$ cat src/shared/cfo_pkg.sv
// constants, types and carriers shared by the core file-operation datapath
package cfo_pkg;
    localparam int DATA_W = 8;
    localparam int ADDR_W = 16;
    localparam int FADDR_W = 7;
    localparam int OFF_W = 6;

    // file addresses that stand for the two indirect targets
    localparam logic [FADDR_W-1:0] IND0_FADDR = 7'h00;
    localparam logic [FADDR_W-1:0] IND1_FADDR = 7'h01;

    localparam logic [ADDR_W-1:0] PTR_RST = 16'h0000;
    localparam logic [ADDR_W-1:0] PTR_ONE = 16'h0001;
    localparam logic [DATA_W-1:0] ACC_RST = 8'h00;
    localparam logic [DATA_W-1:0] DATA_ONE = 8'h01;
    localparam logic [DATA_W-1:0] DATA_ZERO = 8'h00;
    localparam logic CARRY_RST = 1'b0;
    localparam logic ZERO_RST = 1'b0;
    localparam logic DEST_ACC = 1'b0;
    localparam logic DEST_FILE = 1'b1;

    typedef enum logic [2:0] {
        CFO_OP_INC = 3'b000,
        CFO_OP_OR = 3'b001,
        CFO_OP_SHL = 3'b010,
        CFO_OP_SHR = 3'b011,
        CFO_OP_MOVE = 3'b100,
        CFO_OP_LOAD = 3'b101
    } cfo_op_e;

    typedef enum logic [1:0] {
        CFO_PRE_INC = 2'b00,
        CFO_PRE_DEC = 2'b01,
        CFO_POST_INC = 2'b10,
        CFO_POST_DEC = 2'b11
    } cfo_mode_e;

    typedef enum logic [1:0] {
        CFO_IDLE = 2'b00,
        CFO_READ = 2'b01,
        CFO_WRITE = 2'b10
    } cfo_state_e;

    typedef struct packed {
        cfo_op_e op;
        logic [FADDR_W-1:0] faddr;
        logic dest;
        logic ptr_sel;
        cfo_mode_e mode;
        logic rel;
        logic [OFF_W-1:0] offset;
    } cfo_req_s;

    typedef struct packed {
        logic [ADDR_W-1:0] addr;
        logic [DATA_W-1:0] wdata;
        logic we;
    } cfo_mem_s;
endpackage

$ cat src/core/cfo_alu.sv
// combinational result, carry and zero for the file operations
`timescale 1ns/1ps
module cfo_alu (
    input wire cfo_pkg::cfo_op_e op_i,
    input wire logic [cfo_pkg::DATA_W-1:0] acc_i,
    input wire logic [cfo_pkg::DATA_W-1:0] file_i,
    output logic [cfo_pkg::DATA_W-1:0] res_o,
    output logic carry_o,
    output logic carry_upd_o,
    output logic zero_o
);
    import cfo_pkg::*;

    always_comb begin
        res_o = file_i;
        carry_o = 1'b0;
        carry_upd_o = 1'b0;
        case (op_i)
            CFO_OP_INC: begin
                res_o = file_i + DATA_ONE;
            end
            CFO_OP_OR: begin
                res_o = acc_i | file_i;
            end
            CFO_OP_SHL: begin
                res_o = {file_i[DATA_W-2:0], 1'b0};
                carry_o = file_i[DATA_W-1];
                carry_upd_o = 1'b1;
            end
            CFO_OP_SHR: begin
                res_o = {1'b0, file_i[DATA_W-1:1]};
                carry_o = file_i[0];
                carry_upd_o = 1'b1;
            end
            default: begin
                res_o = file_i;
            end
        endcase
        zero_o = (res_o == DATA_ZERO);
    end
endmodule

$ cat src/core/cfo_core.sv
// file-register and indirect-load execution datapath
`timescale 1ns/1ps
module cfo_core (
    input wire logic clk_i,
    input wire logic rst_n_i,
    input wire logic op_valid_i,
    input wire cfo_pkg::cfo_req_s req_i,
    output logic ready_o,
    output logic done_o,
    input wire logic acc_load_i,
    input wire logic [cfo_pkg::DATA_W-1:0] acc_load_val_i,
    input wire logic ptr_load_i,
    input wire logic ptr_load_sel_i,
    input wire logic [cfo_pkg::ADDR_W-1:0] ptr_load_val_i,
    output cfo_pkg::cfo_mem_s mem_o,
    output logic mem_re_o,
    input wire logic [cfo_pkg::DATA_W-1:0] mem_rdata_i,
    output logic [cfo_pkg::DATA_W-1:0] acc_o,
    output logic carry_o,
    output logic zero_o,
    output logic [cfo_pkg::ADDR_W-1:0] ptr0_o,
    output logic [cfo_pkg::ADDR_W-1:0] ptr1_o
);
    import cfo_pkg::*;

    typedef struct packed {
        cfo_state_e state;
        cfo_req_s req;
        logic [DATA_W-1:0] acc;
        logic carry;
        logic zero;
        cfo_mem_s mem;
        logic done;
    } cfo_core_st_s;

    cfo_core_st_s st;
    cfo_core_st_s next_st;

    logic accept;
    logic [ADDR_W-1:0] ptr0;
    logic [ADDR_W-1:0] ptr1;
    logic [ADDR_W-1:0] sel_ptr;
    logic [ADDR_W-1:0] ea;
    logic [ADDR_W-1:0] cur_ptr;
    logic step_any;
    logic step0;
    logic step1;
    logic load0;
    logic load1;
    logic [DATA_W-1:0] alu_res;
    logic alu_carry;
    logic alu_carry_upd;
    logic alu_zero;
    logic to_acc;

    assign accept = (st.state == CFO_IDLE) && op_valid_i;
    assign sel_ptr = req_i.ptr_sel ? ptr1 : ptr0;
    assign cur_ptr = st.req.ptr_sel ? ptr1 : ptr0;

    // effective address of the request being taken
    always_comb begin
        ea = {{(ADDR_W-FADDR_W){1'b0}}, req_i.faddr};
        if (req_i.op == CFO_OP_LOAD) begin
            if (req_i.rel) begin
                ea = sel_ptr + {{(ADDR_W-OFF_W){req_i.offset[OFF_W-1]}}, req_i.offset};
            end else begin
                case (req_i.mode)
                    CFO_PRE_INC: ea = sel_ptr + PTR_ONE;
                    CFO_PRE_DEC: ea = sel_ptr - PTR_ONE;
                    default: ea = sel_ptr;
                endcase
            end
        end else if (req_i.faddr == IND0_FADDR) begin
            ea = ptr0;
        end else if (req_i.faddr == IND1_FADDR) begin
            ea = ptr1;
        end
    end

    // pointer adjusts once per non-relative indirect load, at the accept edge; the
    // address for post modes is latched before the step lands
    assign step_any = accept && (req_i.op == CFO_OP_LOAD) && !req_i.rel;
    assign step0 = step_any && !req_i.ptr_sel;
    assign step1 = step_any && req_i.ptr_sel;
    assign load0 = ptr_load_i && !ptr_load_sel_i;
    assign load1 = ptr_load_i && ptr_load_sel_i;

    cfo_ptr #(
        .WIDTH(ADDR_W)
    ) u_ptr0 (
        .clk_i(clk_i),
        .rst_n_i(rst_n_i),
        .load_i(load0),
        .load_val_i(ptr_load_val_i),
        .step_i(step0),
        .down_i(req_i.mode[0]),
        .ptr_o(ptr0)
    );

    cfo_ptr #(
        .WIDTH(ADDR_W)
    ) u_ptr1 (
        .clk_i(clk_i),
        .rst_n_i(rst_n_i),
        .load_i(load1),
        .load_val_i(ptr_load_val_i),
        .step_i(step1),
        .down_i(req_i.mode[0]),
        .ptr_o(ptr1)
    );

    cfo_alu u_alu (
        .op_i(st.req.op),
        .acc_i(st.acc),
        .file_i(mem_rdata_i),
        .res_o(alu_res),
        .carry_o(alu_carry),
        .carry_upd_o(alu_carry_upd),
        .zero_o(alu_zero)
    );

    assign to_acc = (st.req.op == CFO_OP_LOAD) || (st.req.dest == DEST_ACC);

    always_comb begin
        next_st = st;
        next_st.done = 1'b0;
        next_st.mem.we = 1'b0;
        case (st.state)
            CFO_IDLE: begin
                if (op_valid_i) begin
                    next_st.req = req_i;
                    next_st.mem.addr = ea;
                    next_st.state = CFO_READ;
                end else if (acc_load_i) begin
                    next_st.acc = acc_load_val_i;
                end
            end
            CFO_READ: begin
                if (to_acc) begin
                    next_st.acc = alu_res;
                    next_st.state = CFO_IDLE;
                    next_st.done = 1'b1;
                end else begin
                    next_st.mem.wdata = alu_res;
                    next_st.mem.we = 1'b1;
                    next_st.state = CFO_WRITE;
                end
                // carry only moves for shifts; pointer steps never touch flags
                if (alu_carry_upd) begin
                    next_st.carry = alu_carry;
                end
                next_st.zero = alu_zero;
            end
            CFO_WRITE: begin
                next_st.state = CFO_IDLE;
                next_st.done = 1'b1;
            end
            default: begin
                next_st.state = CFO_IDLE;
            end
        endcase
    end

    always_ff @(posedge clk_i or negedge rst_n_i) begin
        if (!rst_n_i) begin
            st.state <= CFO_IDLE;
            st.req <= '0;
            st.acc <= ACC_RST;
            st.carry <= CARRY_RST;
            st.zero <= ZERO_RST;
            st.mem <= '0;
            st.done <= 1'b0;
        end else begin
            st <= next_st;
        end
    end

    assign ready_o = (st.state == CFO_IDLE);
    assign mem_re_o = (st.state == CFO_READ);
    assign done_o = st.done;
    assign mem_o = st.mem;
    assign acc_o = st.acc;
    assign carry_o = st.carry;
    assign zero_o = st.zero;
    assign ptr0_o = ptr0;
    assign ptr1_o = ptr1;

    dest_acc_a: assert property (
        @(posedge clk_i) disable iff (!rst_n_i)
        (st.state == CFO_READ) && to_acc
        |=> acc_o == $past(alu_res) && !mem_o.we && done_o
    ) else $error("accumulator destination not written");

    dest_file_a: assert property (
        @(posedge clk_i) disable iff (!rst_n_i)
        (st.state == CFO_READ) && !to_acc
        |=> mem_o.we && mem_o.wdata == $past(alu_res) && acc_o == $past(acc_o)
            ##1 done_o && !mem_o.we
    ) else $error("file destination not written back");

    inc_flags_a: assert property (
        @(posedge clk_i) disable iff (!rst_n_i)
        (st.state == CFO_READ) && (st.req.op == CFO_OP_INC)
        |-> alu_res == mem_rdata_i + DATA_ONE ##1 carry_o == $past(carry_o)
    ) else $error("add one wrong or carry disturbed");

    or_value_a: assert property (
        @(posedge clk_i) disable iff (!rst_n_i)
        (st.state == CFO_READ) && (st.req.op == CFO_OP_OR)
        |-> alu_res == (acc_o | mem_rdata_i)
    ) else $error("or result wrong");

    shl_carry_a: assert property (
        @(posedge clk_i) disable iff (!rst_n_i)
        (st.state == CFO_READ) && (st.req.op == CFO_OP_SHL)
        |=> carry_o == $past(mem_rdata_i[DATA_W-1])
            && $past(alu_res) == {$past(mem_rdata_i[DATA_W-2:0]), 1'b0}
    ) else $error("left shift carry or result wrong");

    shr_carry_a: assert property (
        @(posedge clk_i) disable iff (!rst_n_i)
        (st.state == CFO_READ) && (st.req.op == CFO_OP_SHR)
        |=> carry_o == $past(mem_rdata_i[0])
            && $past(alu_res) == {1'b0, $past(mem_rdata_i[DATA_W-1:1])}
    ) else $error("right shift carry or result wrong");

    zero_flag_a: assert property (
        @(posedge clk_i) disable iff (!rst_n_i)
        (st.state == CFO_READ) |=> zero_o == ($past(alu_res) == DATA_ZERO)
    ) else $error("zero flag does not match result");

    redirect_a: assert property (
        @(posedge clk_i) disable iff (!rst_n_i)
        accept && (req_i.op != CFO_OP_LOAD) && (req_i.faddr == IND1_FADDR)
        |=> mem_o.addr == $past(ptr1)
    ) else $error("indirect target not redirected");

    pre_dec_a: assert property (
        @(posedge clk_i) disable iff (!rst_n_i)
        accept && (req_i.op == CFO_OP_LOAD) && !req_i.rel && (req_i.mode == CFO_PRE_DEC)
        |=> mem_o.addr == $past(sel_ptr) - PTR_ONE && cur_ptr == mem_o.addr
    ) else $error("pre-decrement address wrong");

    post_inc_a: assert property (
        @(posedge clk_i) disable iff (!rst_n_i)
        accept && (req_i.op == CFO_OP_LOAD) && !req_i.rel && (req_i.mode == CFO_POST_INC)
        |=> mem_o.addr == $past(sel_ptr) && cur_ptr == $past(sel_ptr) + PTR_ONE
    ) else $error("post-increment sequence wrong");

    rel_keep_a: assert property (
        @(posedge clk_i) disable iff (!rst_n_i)
        accept && (req_i.op == CFO_OP_LOAD) && req_i.rel && !ptr_load_i
        |=> mem_o.addr == $past(sel_ptr)
            + {{(ADDR_W-OFF_W){$past(req_i.offset[OFF_W-1])}}, $past(req_i.offset)}
            && cur_ptr == $past(sel_ptr)
    ) else $error("relative load moved pointer or wrong address");

    load_flags_a: assert property (
        @(posedge clk_i) disable iff (!rst_n_i)
        accept && (req_i.op == CFO_OP_LOAD)
        |=> carry_o == $past(carry_o) ##1 carry_o == $past(carry_o, 2) && acc_o == $past(alu_res)
    ) else $error("indirect load disturbed carry");

    redirect_zero_a: assert property (
        @(posedge clk_i) disable iff (!rst_n_i)
        accept && (req_i.op != CFO_OP_LOAD) && (req_i.faddr == IND0_FADDR)
        |=> mem_o.addr == $past(ptr0)
    ) else $error("first indirect target not redirected");

    pre_inc_a: assert property (
        @(posedge clk_i) disable iff (!rst_n_i)
        accept && (req_i.op == CFO_OP_LOAD) && !req_i.rel && (req_i.mode == CFO_PRE_INC)
        |=> mem_o.addr == $past(sel_ptr) + PTR_ONE && cur_ptr == mem_o.addr
    ) else $error("pre-increment address wrong");

    post_dec_a: assert property (
        @(posedge clk_i) disable iff (!rst_n_i)
        accept && (req_i.op == CFO_OP_LOAD) && !req_i.rel && (req_i.mode == CFO_POST_DEC)
        |=> mem_o.addr == $past(sel_ptr) && cur_ptr == $past(sel_ptr) - PTR_ONE
    ) else $error("post-decrement sequence wrong");

    move_value_a: assert property (
        @(posedge clk_i) disable iff (!rst_n_i)
        (st.state == CFO_READ) && (st.req.op == CFO_OP_MOVE)
        |-> alu_res == mem_rdata_i && !alu_carry_upd
    ) else $error("move result wrong or carry touched");

    load_dest_a: assert property (
        @(posedge clk_i) disable iff (!rst_n_i)
        (st.state == CFO_READ) && (st.req.op == CFO_OP_LOAD)
        |=> acc_o == $past(mem_rdata_i) && done_o && !mem_o.we
    ) else $error("indirect load did not reach accumulator");
endmodule

$ cat src/core/cfo_ptr.sv
// one indirect pointer with load and wrapping step
`timescale 1ns/1ps
module cfo_ptr #(
    parameter int WIDTH = cfo_pkg::ADDR_W
) (
    input wire logic clk_i,
    input wire logic rst_n_i,
    input wire logic load_i,
    input wire logic [WIDTH-1:0] load_val_i,
    input wire logic step_i,
    input wire logic down_i,
    output logic [WIDTH-1:0] ptr_o
);
    import cfo_pkg::*;

    typedef struct packed {
        logic [WIDTH-1:0] value;
    } cfo_ptr_st_s;

    cfo_ptr_st_s st;
    cfo_ptr_st_s next_st;

    always_comb begin
        next_st = st;
        // a step beats a load in the same cycle
        if (step_i) begin
            if (down_i) begin
                next_st.value = st.value - WIDTH'(PTR_ONE);
            end else begin
                next_st.value = st.value + WIDTH'(PTR_ONE);
            end
        end else if (load_i) begin
            next_st.value = load_val_i;
        end
    end

    always_ff @(posedge clk_i or negedge rst_n_i) begin
        if (!rst_n_i) begin
            st.value <= WIDTH'(PTR_RST);
        end else begin
            st <= next_st;
        end
    end

    assign ptr_o = st.value;

    ptr_wrap_a: assert property (
        @(posedge clk_i) disable iff (!rst_n_i)
        step_i |=> ptr_o == ($past(down_i) ? $past(ptr_o) - WIDTH'(PTR_ONE)
                                    : $past(ptr_o) + WIDTH'(PTR_ONE))
    ) else $error("pointer step did not wrap by one");
endmodule

$ cat config.mk
export PLATFORM = sky130hd
export DESIGN_NAME = cfo_core
export DESIGN_NICKNAME = d
export VERILOG_FILES = /design/src/shared/cfo_pkg.sv /design/src/core/cfo_alu.sv /design/src/core/cfo_core.sv /design/src/core/cfo_ptr.sv
export SDC_FILE = /design/constraint.sdc
export NUM_CORES = 1
export LEC_CHECK = 0
export BUFFER_PORTS_ARGS = -buffer_cell sky130_fd_sc_hd__clkbuf_2
export CORE_UTILIZATION = 50
export DETAILED_ROUTE_END_ITERATION = 8
export GPL_TIMING_DRIVEN = 0
export PLACE_DENSITY = 0.73
export SLEW_MARGIN = 15
export SYNTH_ARGS = -nofsm -noshare
export SYNTH_HDL_FRONTEND = slang
export SYNTH_SLANG_ARGS = --single-unit
$ cat constraint.sdc
create_clock -name clk_i -period 3.9 [get_ports clk_i]
set_input_delay 0.78 -clock clk_i [delete_from_list [all_inputs] [get_ports clk_i]]
set_output_delay 0.78 -clock clk_i [all_outputs]
set_load 0.1 [all_outputs]
==> results of run 1 <==
==> final cells by class <==
type	instances	area, µm²	area share
inverter	37	146	0.0172
multi-input combinational	713	4890	0.575
buffer	69	399	0.0470
timing repair buffer	129	678	0.0798
tap	180	225	0.0265
clock inverter	5	78.8	0.00928
sequential	74	1850	0.218
clock buffer	10	229	0.0269
==> flip-flops by register name, indices dropped and copies added (netlist names) <==
| register | count |
|---|---|
| acc_o | 8 |
| carry_o | 1 |
| done_o | 1 |
| mem_o | 25 |
| st | 6 |
| u_ptr0.ptr_o | 16 |
| u_ptr1.ptr_o | 16 |
| zero_o | 1 |
==> metal layers <==
layer  vias to the layer above  GRT usage  wire length (µm)
met1                      3396      0.380              9270
met4                         0      0.122               687
li1                       3506          -                 -
met3                        53     0.0567              1460
met5                         -          0                 0
met2                       288      0.482              9990
==> timing repair <==
| item | 4_1_cts | 5_1_grt |
|---|---|---|
| buffers inserted | 0 | 5 |
| cloned | 0 | 0 |
| hold buffers | 0 | 0 |
| gates resized for setup | 2 | 5 |
| setup endpoints to repair | 9 | 8 |
| pin swaps | 0 | 0 |
==> metrics by stage <==
step                worst slack (ps)  cells
floorplan                       85.6    895
global placement                -631   1198
detailed placement              -635   1199
CTS                             57.8   1213
global route                    25.8   1217
finish                           209   1217
==> cell usage in the layout, fill, tap and decap left out, drive strengths merged, types with 8 or more instances in the layout <==
cell	instances
clkbuf	162
nand2	104
o21ai	86
a21oi	77
dfrtp	74
nor2	61
ha	55
mux2i	52
buf	46
inv	35
xnor2	27
mux2	26
nand3	22
xor2	15
nor3	13
or3	11
nor2b	11
o31ai	10
a21o	10
a31oi	10
a211oi	10
o22ai	8
o21a	8
nor4	8
==> power groups by stage <==
stage	logic, mW	registers [mW]	clock network (mW)
floorplan	3.24	1.76	0
global placement	4.46	1.31	0
detailed placement	4.50	1.32	0
CTS	4.51	1.30	0.903
global route	4.85	1.34	0.936
finish	4.53	1.31	0.889
==> final timing paths <==
| kind | startpoint | to | slack [ps] | cells after the start |
|---|---|---|---|---|
| max in group asynchronous | rst_n_i | u_ptr1.ptr_o[15] | 2890 | 2 |
| setup / recovery | req_i[7] | mem_o[19] | 210 | 13 |
| hold reg to reg | mem_o[13] | mem_o[13] | 480 | 2 |
| setup reg to reg | u_ptr1.ptr_o[4] | mem_o[24] | 400 | 12 |
| hold / removal | rst_n_i | mem_o[3] | 400 | 1 |
| min in group clk_i | mem_o[13] | mem_o[13] | 480 | 2 |
==> kinds of logic (layout without fill, tap and decap cells) <==
family | Yosys count | count (layout) | share of synthesized area
and+or+nand+nor | 259 | 259 | 0.162
buffers and inverters | 108 | 250 | 0.0750
DFF | 74 | 74 | 0.255
xor gates and xnor gates | 42 | 42 | 0.0506
AOI/OAI and AO/OA | 274 | 274 | 0.235
muxes | 79 | 79 | 0.117
adders and majority gates | 59 | 59 | 0.106
==> results_dict.tcl, run 1 <==
set metrics [dict create \
    place_hpwl_mm 16.7 \
    grt_antenna_before_repair 0 \
    crit_path_cell_trace "clkbuf_4, nand2b_2, clkinvlp_4, fa_1, a21oi_1, o31ai_1, a221o_1, a2111o_1, a31oi_1, xnor2_1, nor2_1, a21oi_1, o21ai_1" \
    totalWireLength_mm 21.4 \
    drc 0 \
    rsz0062_at_grt "false" \
    fin_crit_ps 3690 \
    pwr-share-seq 0.194 \
    finalMaxSlewViolations 0 \
    portBuffers 123 \
    grt_pass1_vias 6691 \
    path_class "in2reg" \
    hold_ws_ps 404 \
    gp_congestion 0.939 \
    grt_util_all_layers 0.295 \
    fin_crit_sh 0.946 \
    synth-seq-cells 74 \
    start_util 0.518 \
    yosysMostFrequentCell "nand2_1" \
    netlist_instances 895 \
    core-area_um2 14000 \
    antenna_cells 0 \
    via_count 7243 \
    drive_gt1_frac 0.215 \
    synthToLayoutAreaGrowth_pct 16.8 \
    critical_path_buf_inv_count 2 \
    end_kind "flop" \
    ant_nets 0 \
    pwr-share-comb 0.674 \
    dr.first_iter.drc_count 572 \
    avgSynthCellArea_um2 8.13 \
    critical-path-max-stage-delay_ps 520 \
    start_kind "input port" \
    clockPowerShare 0.132 \
    ys.flop_type "dfrtp_1" \
    nNetsFinal 1151 \
    netlist_area_um2 7270 \
    finalSetupViolations 0 \
    drv_cap 0 \
    crit_path_max_fanout 31 \
    placed_area_um2 8140 \
    power_mw 6.73 \
    ys_top_cells_by_count "104 x nand2_1, 83 x o21ai_0, 75 x a21oi_1" \
    wl_per_cell_um 17.6 \
    ys_seq_area_frac 0.255 \
    avgViaCountPerCell 5.95 \
    critPathSlowestCell "fa_1" \
    ys_warn_count 0 \
    clock_latency_ps 350 \
    synth_area_leaders "dfrtp_1 25%, ha_1 9.5%, mux2i_1 7.0%" \
    async_flop_share 1.00 \
    fillers 1338 \
    finalClockSkew_ps 8.25 \
    die_h_um 123 \
    fp.dieArea_um2 15000 \
    max_freq_ghz 0.271 \
    ctsLongestPathBuffers 2 \
    yosysTopAreaCell "dfrtp_1" \
    numCtsBuffers 9 \
    outcome "finished clean" \
    tightest_slew_ps 803 \
    grt_max_degree 43 \
    peakVddDrop_mv 0.680 \
    cts_tree "built" \
    hp-class "in2async" \
    ios 129 \
    syn-num-nets 1013 \
    power.leakage_nw 4.03 \
    cts_root_buf "clkbuf_16" \
    netlist.area_leader.share 0.255 \
    overflow 0 \
    crit_top_cell "a21oi_1" \
    drt-pass1-iter-count 5 \
    grt_pass1_wl_mm 33.7 \
    critPathTopFamily "compound AO/OA/AOI/OAI gates" \
    synth.distinct_cells 70 \
    swShare 0.575 \
    placementRows 43 \
    stdcell_area_um2 8500 \
    power_density_nw_per_um2 792 \
    numClockSinks 74 \
    switching_power_mw 3.87 \
    final_core_util 0.605 \
    die_x_um 123 \
    ctsHtreeMaxLevel 3 \
    path_clk_slew_ps 60 \
    worstPathArrival_ps 3910 \
    worstPathRequired_ps 4120 \
    hold_viol 0 \
    internal-power_mw 2.86 \
    tns_ps 0 \
    slew_headroom 0.463 \
    synth-edff-count 0 \
]
Note: power is estimated with default switching activity, not from simulation.
==> inputs of run 2 (changes only) <==
--- a/config.mk
+++ b/config.mk
@@ -5,12 +5,13 @@
 export SDC_FILE = /design/constraint.sdc
 export NUM_CORES = 1
 export LEC_CHECK = 0
+export ABC_AREA = 1
 export BUFFER_PORTS_ARGS = -buffer_cell sky130_fd_sc_hd__clkbuf_2
 export CORE_UTILIZATION = 50
 export DETAILED_ROUTE_END_ITERATION = 8
 export GPL_TIMING_DRIVEN = 0
-export PLACE_DENSITY = 0.73
-export SLEW_MARGIN = 15
+export PLACE_DENSITY = 0.72
+export SLEW_MARGIN = 0
 export SYNTH_ARGS = -nofsm -noshare
 export SYNTH_HDL_FRONTEND = slang
 export SYNTH_SLANG_ARGS = --single-unit
==> results_dict.tcl, run 2 <==
set metrics [dict create \
    pwr-share-seq 0.200 \
    critical-path-max-stage-delay_ps 490 \
    wl_per_cell_um 16.3 \
    netlist.area_leader.share 0.242 \
    power.leakage_nw 4.80 \
    avgSynthCellArea_um2 6.57 \
    internal-power_mw 2.45 \
    totalWireLength_mm 24.4 \
    synth-edff-count 0 \
    hold_ws_ps 363 \
    die_h_um 126 \
    ios 129 \
    swShare 0.600 \
    critPathSlowestCell "fa_1" \
    tightest_slew_ps 869 \
    max_freq_ghz 0.283 \
    ctsHtreeMaxLevel 3 \
    peakVddDrop_mv 0.432 \
    placed_area_um2 8550 \
    start_kind "input port" \
    crit_top_cell "nand2_1" \
    grt_pass1_wl_mm 39.4 \
    clock_latency_ps 340 \
    yosysMostFrequentCell "nand2_1" \
    placementRows 44 \
    end_kind "flop" \
    yosysTopAreaCell "dfrtp_1" \
    largest_reg_flops 25 \
    hp-class "in2async" \
    grt_max_degree 52 \
    netlist_area_um2 7660 \
    numClockSinks 74 \
    fin_crit_sh 0.904 \
    synth.distinct_cells 52 \
    crit_path_cell_trace "clkbuf_2, buf_6, buf_6, clkbuf_1, o21ai_1, fa_1, nand2_1, nand2_1, a21oi_1, o21ai_1, a21oi_1, o21ai_0, o21ai_0, nand3_1, nand2_1, nand2_1" \
    outcome "finished clean" \
    fin_crit_ps 3530 \
    overflow 0 \
    dr.first_iter.drc_count 907 \
    fp.dieArea_um2 15800 \
    ctsLongestPathBuffers 2 \
    die_x_um 126 \
    layout_common_cells "305 x nand2_1, 151 x inv_1, 126 x clkbuf_2" \
    netlist_instances 1166 \
    switching_power_mw 3.68 \
    numCtsBuffers 9 \
    tns_ps 0 \
    fillers 1493 \
    synth_area_leaders "dfrtp_1 24%, nand2_1 15%, ha_1 9.0%" \
    critical_path_buf_inv_count 4 \
    drc 0 \
    finalClockSkew_ps 7.44 \
    finalMaxSlewViolations 0 \
    nNetsFinal 1423 \
    syn-num-nets 1284 \
    grt_util_all_layers 0.317 \
    drv_cap 0 \
    stdcell_area_um2 8820 \
    drive_gt1_frac 0.160 \
    synthToLayoutAreaGrowth_pct 15.2 \
    place_hpwl_mm 19.8 \
    layout_commonest_cell "nand2_1" \
    rsz0062_at_grt "false" \
    gp_congestion 1.02 \
    ys_seq_area_frac 0.242 \
    start_util 0.519 \
    clockPowerShare 0.127 \
    antenna_cells 0 \
    critPathTopFamily "compound AO/OA/AOI/OAI gates" \
    portBuffers 127 \
    synth-seq-cells 74 \
    cts_root_buf "clkbuf_16" \
    slew_headroom 0.421 \
    cts_setup_buffers 0 \
    dp_cells 1478 \
    cts_tree "built" \
    worstPathRequired_ps 4130 \
    drt-pass1-iter-count 6 \
    crit_path_max_fanout 10 \
    finalSetupViolations 0 \
    worstPathArrival_ps 3760 \
    pwr-share-comb 0.673 \
    ys_top_cells_by_count "305 x nand2_1, 151 x inv_1, 114 x o21ai_0" \
    hold_viol 0 \
    grt_pass1_vias 7701 \
    power_density_nw_per_um2 695 \
    instances_no_fill 1493 \
    path_clk_slew_ps 60 \
    path_class "in2reg" \
    avgViaCountPerCell 5.63 \
    via_count 8408 \
    ant_nets 0 \
    core-area_um2 14800 \
    async_flop_share 1.00 \
    ys.flop_type "dfrtp_1" \
    grt_antenna_before_repair 0 \
    ys_warn_count 0 \
]
## run 2: power groups by stage
stage / sequential (mW) / clock [mW] / combinational [mW]
6_report: 1.23 / 0.775 / 4.13
5_1_grt: 1.26 / 0.815 / 4.44
4_1_cts: 1.22 / 0.782 / 4.10
3_5_place_dp: 1.24 / 0 / 4.09
3_3_place_gp: 1.24 / 0 / 4.06
2_1_floorplan: 1.58 / 0 / 2.97
## run 2: worst reg2reg max path, cell delays in order, from the launching register on
cell	delay, ps
dfrtp_1	420
inv_1	160
nand2_1	70
o21ai_1	210
inv_1	170
ha_1	240
fa_1	380
nand2_1	90
nand2_1	70
a21oi_1	220
o21ai_1	190
a21oi_1	230
o21ai_0	120
o21ai_0	170
nand3_1	130
nand2_1	120
nand2_1	50
## run 2: cells by family (layout without fill, tap and decap cells)
logic type | after synthesis | count (layout) | synth area share
mux | 2 | 2 | 0.00278
fa+ha+maj | 59 | 59 | 0.100
xor+xnor | 30 | 30 | 0.0368
simple gates | 484 | 484 | 0.262
compound gates | 300 | 300 | 0.226
flops | 74 | 74 | 0.242
buf+inv | 217 | 360 | 0.130
## run 2: timing repair
action / CTS / global route
hold buffers: 0 / 0
resized for setup: 0 / 3
endpoints found under the setup margin: 0 / 10
## run 2: final cells by class
| class | count | area [µm²] | share of cell area |
|---|---|---|---|
| inverters | 157 | 594 | 0.0674 |
| clock buffers | 9 | 225 | 0.0255 |
| well taps | 184 | 230 | 0.0261 |
| plain buffers | 60 | 399 | 0.0452 |
| multi-input cells | 875 | 4810 | 0.546 |
| flip-flops and latches | 74 | 1850 | 0.210 |
| clock inverters | 6 | 42.5 | 0.00482 |
| repair buffers | 128 | 666 | 0.0755 |
## run 2: stage by stage
stage / power, mW / setup WS (ps) / utilization
floorplan: 4.55 / 585 / -
finish: 6.13 / 373 / 0.598
global route: 6.52 / 94.4 / 0.598
detailed placement: 5.32 / -343 / 0.580
CTS: 6.11 / 4.81 / 0.598
global placement: 5.29 / -341 / 0.578
## run 2: final timing paths
kind / endpoint / from / slack [ps] / depth (start not counted)
worst max-delay path: mem_o[21] / req_i[9] / 370 / 16
worst min-delay path: acc_o[0] / rst_n_i / 360 / 1
worst max register to register: mem_o[21] / u_ptr1.ptr_o[0] / 730 / 16
worst min register to register: mem_o[19] / mem_o[19] / 490 / 2
max in group asynchronous: mem_o[13] / rst_n_i / 2950 / 2
min in group clk_i: mem_o[19] / mem_o[19] / 490 / 2
## run 2: routing by layer
metal | GRT usage | vias up | wire length (µm)
met4 | 0.122 | 0 | 788
li1 | - | 4153 | -
met5 | 0 | - | 0
met1 | 0.430 | 3822 | 11000
met2 | 0.509 | 375 | 10900
met3 | 0.0476 | 58 | 1660
